<file path="config.mk">
export PLATFORM = sky130hd
export DESIGN_NAME = mil_intc
export DESIGN_NICKNAME = d
export VERILOG_FILES = /design/src/design/mil_pkg.sv /design/src/design/mil_intc.sv
export SDC_FILE = /design/constraint.sdc
export NUM_CORES = 1
export LEC_CHECK = 0
export BUFFER_PORTS_ARGS = -buffer_cell sky130_fd_sc_hd__buf_2
export CAP_MARGIN = 20
export CORE_ASPECT_RATIO = 0.6
export CORE_UTILIZATION = 35
export CTS_BUF_LIST = sky130_fd_sc_hd__clkbuf_4 sky130_fd_sc_hd__clkbuf_8
export DETAILED_ROUTE_END_ITERATION = 12
export GPL_ROUTABILITY_DRIVEN = 0
export GPL_TIMING_DRIVEN = 0
export PLACE_DENSITY = 0.66
export SLEW_MARGIN = 20
export SYNTH_ARGS = -nofsm -noshare
export SYNTH_HDL_FRONTEND = slang
export SYNTH_SLANG_ARGS = --single-unit
</file>
<file path="constraint.sdc">
create_clock -name core_clk -period 2.3 [get_ports core_clk]
set_input_delay 0 -clock core_clk [delete_from_list [all_inputs] [get_ports core_clk]]
set_output_delay 0 -clock core_clk [all_outputs]
set_load 0.03 [all_outputs]
</file>
<file path="src/design/mil_pkg.sv">
// constants, types and register map of the interrupt logic
//
// Overview of operation
// - accept: push registers, set mask, load vector
// - return pulls registers in reverse push order
// - soft trap always interrupts, ignoring all masks
// - external interrupt blocked by mask or disable
// - enable bit RW, reset 0; 0=LED, 1=interrupt
// - check latch after each instruction completes
// - latch cleared at vector fetch, refills later
// - sense bit: 0 edge-and-level, 1 edge only
// - level mode: request persists while pin low
// - edge mode: rearm only after pin high
// - 16-bit timer sources masked by mask bit
// - capture flag: status read then low byte
// - compare flag: status read then low byte
// - overflow flag: status read then counter low
// - both timers wake from wait mode
// - 8-bit timer zero sets flag, enabled request
// - key falling edge sets flag, enable requests
// - key flag write-one-clear; reset clears all
// - keyboard wakes from wait and stop
// - per-pin pull-up from pull-up enable register
// - masked request stays latched until unmasked
// - fixed priority: ext, timer16, timer8, keyboard
package mil_pkg;

  // register indices; byte address is four times the index
  localparam logic [5:0] KEY_EN_IDX   = 6'h0b;
  localparam logic [5:0] KEY_FLAG_IDX = 6'h0c;
  localparam logic [5:0] T8_CS_IDX    = 6'h0d;
  localparam logic [5:0] T16_CTL_IDX  = 6'h12;
  localparam logic [5:0] T16_STS_IDX  = 6'h13;
  localparam logic [5:0] MISC_IDX     = 6'h0e;
  localparam logic [5:0] PULLUP_IDX   = 6'h08;

  localparam logic [7:0] KEY_EN_ADDR   = {KEY_EN_IDX, 2'b00};
  localparam logic [7:0] KEY_FLAG_ADDR = {KEY_FLAG_IDX, 2'b00};
  localparam logic [7:0] T8_CS_ADDR    = {T8_CS_IDX, 2'b00};
  localparam logic [7:0] T16_CTL_ADDR  = {T16_CTL_IDX, 2'b00};
  localparam logic [7:0] T16_STS_ADDR  = {T16_STS_IDX, 2'b00};
  localparam logic [7:0] MISC_ADDR     = {MISC_IDX, 2'b00};
  localparam logic [7:0] PULLUP_ADDR   = {PULLUP_IDX, 2'b00};

  // field positions
  localparam int MISC_CAP_IE_BIT  = 7;
  localparam int MISC_CMP_IE_BIT  = 6;
  localparam int MISC_EXT_EN_BIT  = 1;
  localparam int MISC_SENSE_BIT   = 0;
  localparam int T8_FLAG_BIT      = 7;
  localparam int T8_IE_BIT        = 6;
  localparam int T8_RUN_BIT       = 3;
  localparam int T16_OVF_IE_BIT   = 5;
  localparam int STS_CAP_BIT      = 7;
  localparam int STS_CMP_BIT      = 6;
  localparam int STS_OVF_BIT      = 5;

  // values after reset
  localparam logic [7:0] BYTE_RST  = 8'h00;
  localparam logic [3:0] KEY_RST   = 4'h0;
  localparam logic [4:0] PIN_RST   = 5'h1f;

  // stack frame: five bytes, pushed low index first
  localparam logic [2:0] FRAME_LAST = 3'h4;
  localparam logic [2:0] FRAME_FIRST = 3'h0;

  // vector addresses
  localparam logic [15:0] VEC_SWI = 16'h1ffc;
  localparam logic [15:0] VEC_EXT = 16'h1ffa;
  localparam logic [15:0] VEC_T16 = 16'h1ff8;
  localparam logic [15:0] VEC_T8  = 16'h1ff6;
  localparam logic [15:0] VEC_KEY = 16'h1ff4;

  typedef enum logic [4:0] {
    MIL_IDLE = 5'b00001,
    MIL_PUSH = 5'b00010,
    MIL_SETI = 5'b00100,
    MIL_VEC  = 5'b01000,
    MIL_PULL = 5'b10000
  } mil_state_t;

  // stack strobe to the cpu core
  typedef struct packed {
    logic       push;
    logic       pull;
    logic [2:0] sel;
  } mil_stack_op_t;

endpackage : mil_pkg

</file>
<file path="src/design/mil_intc.sv">
// interrupt gathering, sequencing and register file of the mcu
//
// The APB interface to the registers was left to the implementer.
module mil_intc
  import mil_pkg::*;
(
  input  wire logic          core_clk,
  input  wire logic          nrst,
  // apb slave
  input  wire logic          psel,
  input  wire logic          penable,
  input  wire logic          pwrite,
  input  wire logic [7:0]    paddr,
  input  wire logic [31:0]   pwdata,
  output logic      [31:0]   prdata,
  output logic               pready,
  output logic               pslverr,
  // cpu core
  input  wire logic          cpu_imask,
  input  wire logic          instr_done,
  input  wire logic          swi_exec,
  input  wire logic          rti_exec,
  input  wire logic          cpu_wait,
  input  wire logic          cpu_stop,
  output mil_stack_op_t      stack_op,
  output logic               set_mask,
  output logic               vector_fetch,
  output logic      [15:0]   vector_addr,
  output logic               seq_busy,
  output logic               wake,
  // timer events
  input  wire logic          capture_evt,
  input  wire logic          compare_evt,
  input  wire logic          overflow_evt,
  input  wire logic          t8_zero_evt,
  input  wire logic          capture_low_rd,
  input  wire logic          compare_low_acc,
  input  wire logic          counter_low_acc,
  output logic               t8_run,
  // pins
  input  wire logic          shared_led_int_pin_i,
  output logic               shared_led_int_pin_o,
  output logic               shared_led_int_pin_oe,
  input  wire logic          led_on,
  input  wire logic [3:0]    keyboard_pins,
  output logic      [7:0]    pullup_en
);

  function automatic logic [4:0] fall(input logic [4:0] prev,
                                      input logic [4:0] cur);
    fall = prev & ~cur;
  endfunction

  logic [4:0]    s1_reg, s2_reg, s3_reg, pin_reg, pin_prev_reg;
  logic [7:0]    misc_reg, t8cs_reg, pullup_enable_reg;
  logic [5:0]    misc_lo_reg;
  logic [1:0]    misc_ie_reg;
  logic [3:0]    key_enable_reg, key_flag_reg;
  logic          ovf_ie_reg;
  logic          cap_flag_reg, cmp_flag_reg, ovf_flag_reg;
  logic          cap_arm_reg, cmp_arm_reg, ovf_arm_reg;
  logic          ext_latch_reg, ext_armed_reg;
  mil_state_t    state_reg;
  logic [2:0]    cnt_reg;
  logic          src_ext_reg;
  logic [15:0]   vec_reg;
  logic [31:0]   rdata_reg;
  logic          err_reg;

  logic          wr_en, rd_acc, setup, mapped;
  logic [4:0]    pin_fall;
  logic          ext_set, ext_req, t16_req, t8_req, key_req, any_req;
  logic [3:0]    key_w1c;
  logic          ext_en, sense_edge;

  assign misc_reg   = {misc_ie_reg, misc_lo_reg};
  assign ext_en     = misc_reg[MISC_EXT_EN_BIT];
  assign sense_edge = misc_reg[MISC_SENSE_BIT];

  // ---------------- apb slave: zero wait states ----------------
  assign setup   = psel & ~penable;
  assign wr_en   = psel & penable & pwrite;
  assign rd_acc  = psel & penable & ~pwrite;
  assign pready  = psel & penable;
  assign prdata  = rdata_reg;
  assign pslverr = err_reg & psel & penable;
  assign mapped  = paddr inside {KEY_EN_ADDR, KEY_FLAG_ADDR, T8_CS_ADDR,
                                 T16_CTL_ADDR, T16_STS_ADDR, MISC_ADDR,
                                 PULLUP_ADDR};

  // read data captured in setup so it leaves a flip-flop
  always_ff @(posedge core_clk or negedge nrst) begin
    if (!nrst) begin
      rdata_reg <= 32'h0000_0000;
      err_reg   <= 1'b0;
    end else if (setup) begin
      err_reg <= ~mapped;
      case (paddr)
        KEY_EN_ADDR:   rdata_reg <= {28'h0, key_enable_reg};
        KEY_FLAG_ADDR: rdata_reg <= {28'h0, key_flag_reg};
        T8_CS_ADDR:    rdata_reg <= {24'h0, t8cs_reg};
        T16_CTL_ADDR:  rdata_reg <= {26'h0, ovf_ie_reg, 5'h00};
        T16_STS_ADDR:  rdata_reg <= {24'h0, cap_flag_reg, cmp_flag_reg,
                                     ovf_flag_reg, 5'h00};
        MISC_ADDR:     rdata_reg <= {24'h0, misc_reg};
        PULLUP_ADDR:   rdata_reg <= {24'h0, pullup_enable_reg};
        default:       rdata_reg <= 32'h0000_0000;
      endcase
    end
  end

  always_ff @(posedge core_clk or negedge nrst) begin
    if (!nrst) begin
      misc_lo_reg <= BYTE_RST[5:0];
    end else if (wr_en && paddr == MISC_ADDR) begin
      misc_lo_reg <= pwdata[5:0];
    end
  end

  always_ff @(posedge core_clk) begin
    if (wr_en && paddr == MISC_ADDR) begin
      misc_ie_reg <= pwdata[7:6];
    end
    if (wr_en && paddr == T16_CTL_ADDR) begin
      ovf_ie_reg <= pwdata[T16_OVF_IE_BIT];
    end
  end

  always_ff @(posedge core_clk or negedge nrst) begin
    if (!nrst) begin
      pullup_enable_reg <= BYTE_RST;
    end else if (wr_en && paddr == PULLUP_ADDR) begin
      pullup_enable_reg <= pwdata[7:0];
    end
  end
  assign pullup_en = pullup_enable_reg;

  // timer8 enable and flag; event beats a clear
  always_ff @(posedge core_clk or negedge nrst) begin
    if (!nrst) begin
      t8cs_reg <= BYTE_RST;
    end else begin
      if (wr_en && paddr == T8_CS_ADDR) begin
        t8cs_reg[6:0] <= pwdata[6:0];
      end
      if (t8_zero_evt) begin
        t8cs_reg[T8_FLAG_BIT] <= 1'b1;
      end else if (wr_en && paddr == T8_CS_ADDR && pwdata[T8_FLAG_BIT]) begin
        t8cs_reg[T8_FLAG_BIT] <= 1'b0;
      end
    end
  end
  assign t8_run = t8cs_reg[T8_RUN_BIT];

  always_ff @(posedge core_clk or negedge nrst) begin
    if (!nrst) begin
      key_enable_reg <= KEY_RST;
    end else if (wr_en && paddr == KEY_EN_ADDR) begin
      key_enable_reg <= pwdata[3:0];
    end
  end

  // ---------------- pin synchronisers ----------------
  // three stages; a level counts once stages two and three agree
  always_ff @(posedge core_clk or negedge nrst) begin
    if (!nrst) begin
      s1_reg       <= PIN_RST;
      s2_reg       <= PIN_RST;
      s3_reg       <= PIN_RST;
      pin_reg      <= PIN_RST;
      pin_prev_reg <= PIN_RST;
    end else begin
      s1_reg       <= {shared_led_int_pin_i, keyboard_pins};
      s2_reg       <= s1_reg;
      s3_reg       <= s2_reg;
      pin_reg      <= (s2_reg & ~(s2_reg ^ s3_reg)) |
                      (pin_reg & (s2_reg ^ s3_reg));
      pin_prev_reg <= pin_reg;
    end
  end
  assign pin_fall = fall(pin_prev_reg, pin_reg);

  // ---------------- keyboard flags ----------------
  assign key_w1c = (wr_en && paddr == KEY_FLAG_ADDR) ? pwdata[3:0] : 4'h0;

  // falling edge sets flag, beating a clear
  always_ff @(posedge core_clk or negedge nrst) begin
    if (!nrst) begin
      key_flag_reg <= KEY_RST;
    end else begin
      key_flag_reg <= (key_flag_reg & ~key_w1c) | pin_fall[3:0];
    end
  end

  // ---------------- 16-bit timer flags ----------------
  // status read with flag set arms; the low-byte access then clears
  always_ff @(posedge core_clk or negedge nrst) begin
    if (!nrst) begin
      cap_flag_reg <= 1'b0;
      cmp_flag_reg <= 1'b0;
      ovf_flag_reg <= 1'b0;
      cap_arm_reg  <= 1'b0;
      cmp_arm_reg  <= 1'b0;
      ovf_arm_reg  <= 1'b0;
    end else begin
      if (rd_acc && paddr == T16_STS_ADDR) begin
        cap_arm_reg <= cap_flag_reg;
        cmp_arm_reg <= cmp_flag_reg;
        ovf_arm_reg <= ovf_flag_reg;
      end
      if (capture_evt) begin
        cap_flag_reg <= 1'b1;
      end else if (capture_low_rd && cap_arm_reg) begin
        cap_flag_reg <= 1'b0;
        cap_arm_reg  <= 1'b0;
      end
      if (compare_evt) begin
        cmp_flag_reg <= 1'b1;
      end else if (compare_low_acc && cmp_arm_reg) begin
        cmp_flag_reg <= 1'b0;
        cmp_arm_reg  <= 1'b0;
      end
      if (overflow_evt) begin
        ovf_flag_reg <= 1'b1;
      end else if (counter_low_acc && ovf_arm_reg) begin
        ovf_flag_reg <= 1'b0;
        ovf_arm_reg  <= 1'b0;
      end
    end
  end

  // ---------------- external request latch ----------------
  // sense select chooses edge or edge-and-level
  // in level mode (sense bit 0) a low level keeps setting the latch
  assign ext_set = ext_en && (sense_edge ? (pin_fall[4] && ext_armed_reg)
                                         : !pin_reg[4]);

  always_ff @(posedge core_clk or negedge nrst) begin
    if (!nrst) begin
      ext_latch_reg <= 1'b0;
      ext_armed_reg <= 1'b1;
    end else begin
      // rearm only once pin is back high
      if (pin_reg[4]) begin
        ext_armed_reg <= 1'b1;
      end else if (ext_set) begin
        ext_armed_reg <= 1'b0;
      end
      // vector fetch clears; a new request wins
      if (ext_set) begin
        ext_latch_reg <= 1'b1;
      end else if (state_reg == MIL_VEC && src_ext_reg) begin
        ext_latch_reg <= 1'b0;
      end
    end
  end

  // open drain: pulls low only in led role
  assign shared_led_int_pin_o  = 1'b0;
  assign shared_led_int_pin_oe = !ext_en && led_on;

  // ---------------- request gathering ----------------
  // blocked when disabled; mask checked at acceptance
  assign ext_req = ext_latch_reg && ext_en;
  // three timer16 sources share one vector
  assign t16_req = (cap_flag_reg && misc_reg[MISC_CAP_IE_BIT]) ||
                   (cmp_flag_reg && misc_reg[MISC_CMP_IE_BIT]) ||
                   (ovf_flag_reg && ovf_ie_reg);
  assign t8_req  = t8cs_reg[T8_FLAG_BIT] && t8cs_reg[T8_IE_BIT];
  assign key_req = |(key_flag_reg & key_enable_reg);
  assign any_req = ext_req || t16_req || t8_req || key_req;

  // timers wake from wait; keys from stop too
  assign wake = (cpu_wait && any_req) || (cpu_stop && (key_req || ext_req));

  // ---------------- service sequencer ----------------
  always_ff @(posedge core_clk or negedge nrst) begin
    if (!nrst) begin
      state_reg   <= MIL_IDLE;
      cnt_reg     <= FRAME_FIRST;
      src_ext_reg <= 1'b0;
      vec_reg     <= VEC_SWI;
    end else begin
      case (state_reg)
        MIL_IDLE: begin
          cnt_reg <= FRAME_FIRST;
          if (instr_done) begin
            if (swi_exec) begin
              state_reg   <= MIL_PUSH;
              vec_reg     <= VEC_SWI;
              src_ext_reg <= 1'b0;
            end else if (rti_exec) begin
              state_reg <= MIL_PULL;
              cnt_reg   <= FRAME_LAST;
            end else if (!cpu_imask && any_req) begin
              state_reg   <= MIL_PUSH;
              src_ext_reg <= ext_req;
              vec_reg     <= ext_req ? VEC_EXT :
                             t16_req ? VEC_T16 :
                             t8_req  ? VEC_T8  : VEC_KEY;
            end
          end
        end
        // push frame, then mask, then vector
        MIL_PUSH: begin
          cnt_reg <= cnt_reg + 3'h1;
          if (cnt_reg == FRAME_LAST) begin
            state_reg <= MIL_SETI;
          end
        end
        MIL_SETI: state_reg <= MIL_VEC;
        MIL_VEC:  state_reg <= MIL_IDLE;
        MIL_PULL: begin
          cnt_reg <= cnt_reg - 3'h1;
          if (cnt_reg == FRAME_FIRST) begin
            state_reg <= MIL_IDLE;
          end
        end
        default: state_reg <= MIL_IDLE;
      endcase
    end
  end

  assign stack_op = {state_reg == MIL_PUSH, state_reg == MIL_PULL, cnt_reg};
  assign set_mask      = state_reg == MIL_SETI;
  assign vector_fetch  = state_reg == MIL_VEC;
  assign vector_addr   = vec_reg;
  assign seq_busy      = state_reg != MIL_IDLE;
endmodule // mil_intc

</file>
==> results.md <==
- In this run the worst path has a maximum fanout of 5.
- The fraction of synthesis flops using an asynchronous set or reset pin is 0.966.
- The compound-gate portion of the synthesized area is 0.109.
- The transition time at the pin with the least slew margin is 0.591 ns.
- Setup violations remaining at the end of the flow were counted as 0.
- In the synthesized netlist the dominant register cell turns out to be dfrtp_1.
- The average wire per standard cell is 14.6 um.
- The total overflow left after global routing is 0.
- Sorting the synthesized cells by how often they occur yields 55 x dfrtp_1, 40 x buf_4, 29 x dfstp_2, 28 x nand2_1, 27 x mux2_2.
- The total wire length is 9340 um.
- Counting tap cells, the placed design contains a total of 593 instances.
- The count of maximum capacitance violations is 0.
- After synthesis the cells add up to 4000 um2.
- The final setup skew is 0.0118 ns.
- Based on the critical path, the design can be clocked at up to 0.516 GHz.
- The hold violation total from the final report is 0.
- The worst hold-check path type is in2reg.
- The initial antenna violation count is 0.
- The switching power summed over all nets is 1110 uW.
- The die covers 11900 um2.
- Entering global routing, the biggest net connects 58 pins.
- The flow ran to the end, and the final reports show no timing, DRC or antenna violations.
- At the later pin of the worst-skew pair, clock insertion delay measures 0.36 ns.
- The count of nets after finishing is 560.
- In this run the deepest clock path goes through 2 buffers.
- The headroom to the max-slew limit is 0.606.
- Buffers inserted during clock tree synthesis total 9.
- The xor/xnor share of the synthesized area is 0.
- The part of the total power dissipated in combinational logic is 0.225.
- The main combinational cell family by area after synthesis is simple AND/OR/NAND/NOR gates.
- The flop-to-flop setup slack is 0.36 ns.
- The die is 140 um wide.
- Across all layers, the routed design uses 3050 vias.
- Sorting the synthesized cells by area gives the leading types as dfrtp_1 34%, dfstp_2 19%, mux2_2 7.6%.
- The detailed router's first-iteration violation count is 169.
- The global-route wire length before repair is 15200 um.
- By instance count, the leading cell after synthesis is dfrtp_1.
- The setup path with the least slack is of type reg2reg.
- In this run the critical register-to-register path is captured at src_ext_reg$_DFFE_PN0P_.
- The startpoint of the most critical register-to-register path is state_reg[3]$_DFFE_PN0P_.
- The I/O pin count is 134.
- The final core area utilization is 0.475.
- The max-slew violation count is 0.
- Synthesis handed over a netlist of 347 instances.
- The number of cells in the finished layout apart from fillers is 639.
- In this run the power density over the cells is 692 nW/um2.
- Yosys mapped a number of flops with a built-in enable equal to 3.
- The post-detailed-route DRC marker count is 0.
- IR analysis of the VDD net gives a maximum drop of 0.000468 V.
- The time the worst path needs with I/O delays and setup is 1.94 ns.
- The proportion of power drawn by the clock network is 0.268.
- The total area inside the core boundary comes to 10800 um2.
- The synthesized-area fraction occupied by and/or/nand/nor cells is 0.135.
- The data required time of the critical path is 2.59 ns.
- In the routed layout, each cell is associated on average with a via count of 4.77.
- The detailed-router iteration count before antenna repair is 4.
- The portion of synthesized area spent on multiplexers is 0.0786.
- The number of cells on the worst reg-to-reg path is 5.
- The fraction of power spent switching nets is 0.312.
- The wire-length estimate of the detail-placed layout is 6840 um.
- For this design, the sink count on the clock tree is 87.
- The detail route stage leaves a number of antenna-violating nets equal to 0.
- The via count of the first global-routing pass is 2919.
- The worst setup path is captured at a flop.
- The number of antenna diodes is 0.
- The launching element type of the critical path is a flop.
- dfrtp_1 takes more of the synthesized area than any other cell.
- The clock slew at the register clock pins of the worst setup and hold paths is 0.09 ns.
- The most critical setup path has its startpoint at state_reg[3]$_DFFE_PN0P_.
- The proportion of layout cells with a drive suffix above 1 is 0.402.
- The die is 84.8 um tall.
- The cell at the root of the clock tree is clkbuf_8.
- In this run the static leakage power is 0.00250 uW.
- Buffers placed on the I/O ports in this run total 70.
- The standard-cell row count is 29.
- The internal power of the cells totals 2450 uW.
- Setup repair after global routing left no endpoint under its margin.
- The arrival time at the worst endpoint is 2.22 ns.
- Of the total power, registers draw 0.506.
- Of the total synthesized cell area, the portion taken by full adders, half adders and majority gates is 0.0175.
- The number of instances resized during post-cts repair is 0.
- Synthesis instantiated 52 different standard cells from the library.
- Dividing the final minimum period by the clock period gives 0.843.
- The mean post-synth cell area is 11.5 um2.
- The layout overhead on the synthesized area is 28.9%.
- Counting flops and latches in the post-synthesis netlist gives 87.
- The total of warnings raised by yosys is 0.
- TritonCTS built the clock tree.
- The sequential cell area fraction in the yosys report is 0.558.
- In this run the worst setup path terminates at src_ext_reg$_DFFE_PN0P_.
- The global router's overall resource usage is 0.169.
- Of the post-synthesis cell area, the dominant cell type holds 0.345.
- The number of H-tree levels is 3.
- The initial utilization of the core area, before any placement, comes to 0.368.
- The final-layout setup total negative slack is 0 ns.
==> layout by cell type (no fill, tap or decap), types with 5 or more instances in the layout <==
master         netlist  routed
nor3_1               6       6
nand3_1             10      10
maj3_1               5       5
nor2_1              21      21
mux2_2              27      27
nor3b_1              5       5
inv_1               16      16
clkbuf_4             0       5
and3_1               6       6
dfrtp_1             55      55
dfstp_2             29      29
a21oi_1             18      18
dlygate4sd3_1        0      28
a22oi_1              6       6
clkbuf_8             1      10
buf_2                3      72
buf_4               40      43
nand2_1             28      28
conb_1               2      38
a221oi_1             7       7
==> worst min path at each step <==
stage | startpoint | to | slack (ns) | depth (start not counted)
floorplan | nrst | cap_arm_reg$_DFF_PN0_ | -0.30 | 0
global placement | shared_led_int_pin_i | s1_reg[4]$_DFF_PN1_ | 0.10 | 1
detailed placement | nrst | cnt_reg[0]$_DFFE_PN0P_ | -0.04 | 1
CTS | rti_exec | state_reg[1]$_DFFE_PN0P_ | 0.005 | 4
global route | rti_exec | state_reg[0]$_DFFE_PN1P_ | 0.04 | 3
finish | rti_exec | state_reg[1]$_DFFE_PN0P_ | 0.02 | 4
==> logic make-up after synthesis <==
group,count (synthesis)
simple gates,99
other cells,2
buf+inv,63
flops,87
mux,28
fa+ha+maj,6
compound gates,62
==> worst max-delay path, stage by stage (launching register included) <==
cell	delay, ns
dfrtp_1	0.42
nor3_1	0.26
and3b_1	0.27
nand3_1	0.22
nor3_1	0.47
a221o_1	0.23
==> layout make-up <==
type	count	area, um2
Sequential cell	87	2230
Clock buffer	14	161
Buffer	47	340
Timing Repair Buffer	101	676
Multi-Input combinational cell	233	1500
Clock inverter	2	10.0
Fill cell	1025	5700
Tap cell	139	174
Inverter	16	60.1
==> routing by layer <==
metal / global-route usage / vias up / wire length, um
li1: - / 1447 / -
met1: 0.250 / 1476 / 4720
met2: 0.244 / 121 / 3890
met3: 0.0491 / 6 / 660
met4: 0.0390 / 0 / 68
met5: 0 / - / 0
==> stage by stage <==
step	total power, uW	cell area, um2	setup slack [ns]	hold slack, ns
after CTS	3600	5140	0.107	0.00511
after floorplan	2350	4130	0.329	-0.296
final	3570	5150	0.362	0.0227
after detailed placement	2590	4680	0.148	-0.0402
after global routing	3760	5150	0.220	0.0395
after global placement	2560	4650	0.183	0.105
==> power by group through the flow <==
stage               clock network [uW]  registers [uW]  logic, uW
detailed placement                   0            1830        761
finish                             957            1810        804
global placement                     0            1820        734
global route                      1060            1830        874
floorplan                            0            1920        428
CTS                                995            1800        802
==> timing repair <==
item / CTS / global route
buffers inserted: 0 / 2
endpoints found under the hold margin: 102 / 0
endpoints found under the setup margin: 0 / 3
hold buffers: 28 / 0
(Power assumes the default switching activity.)
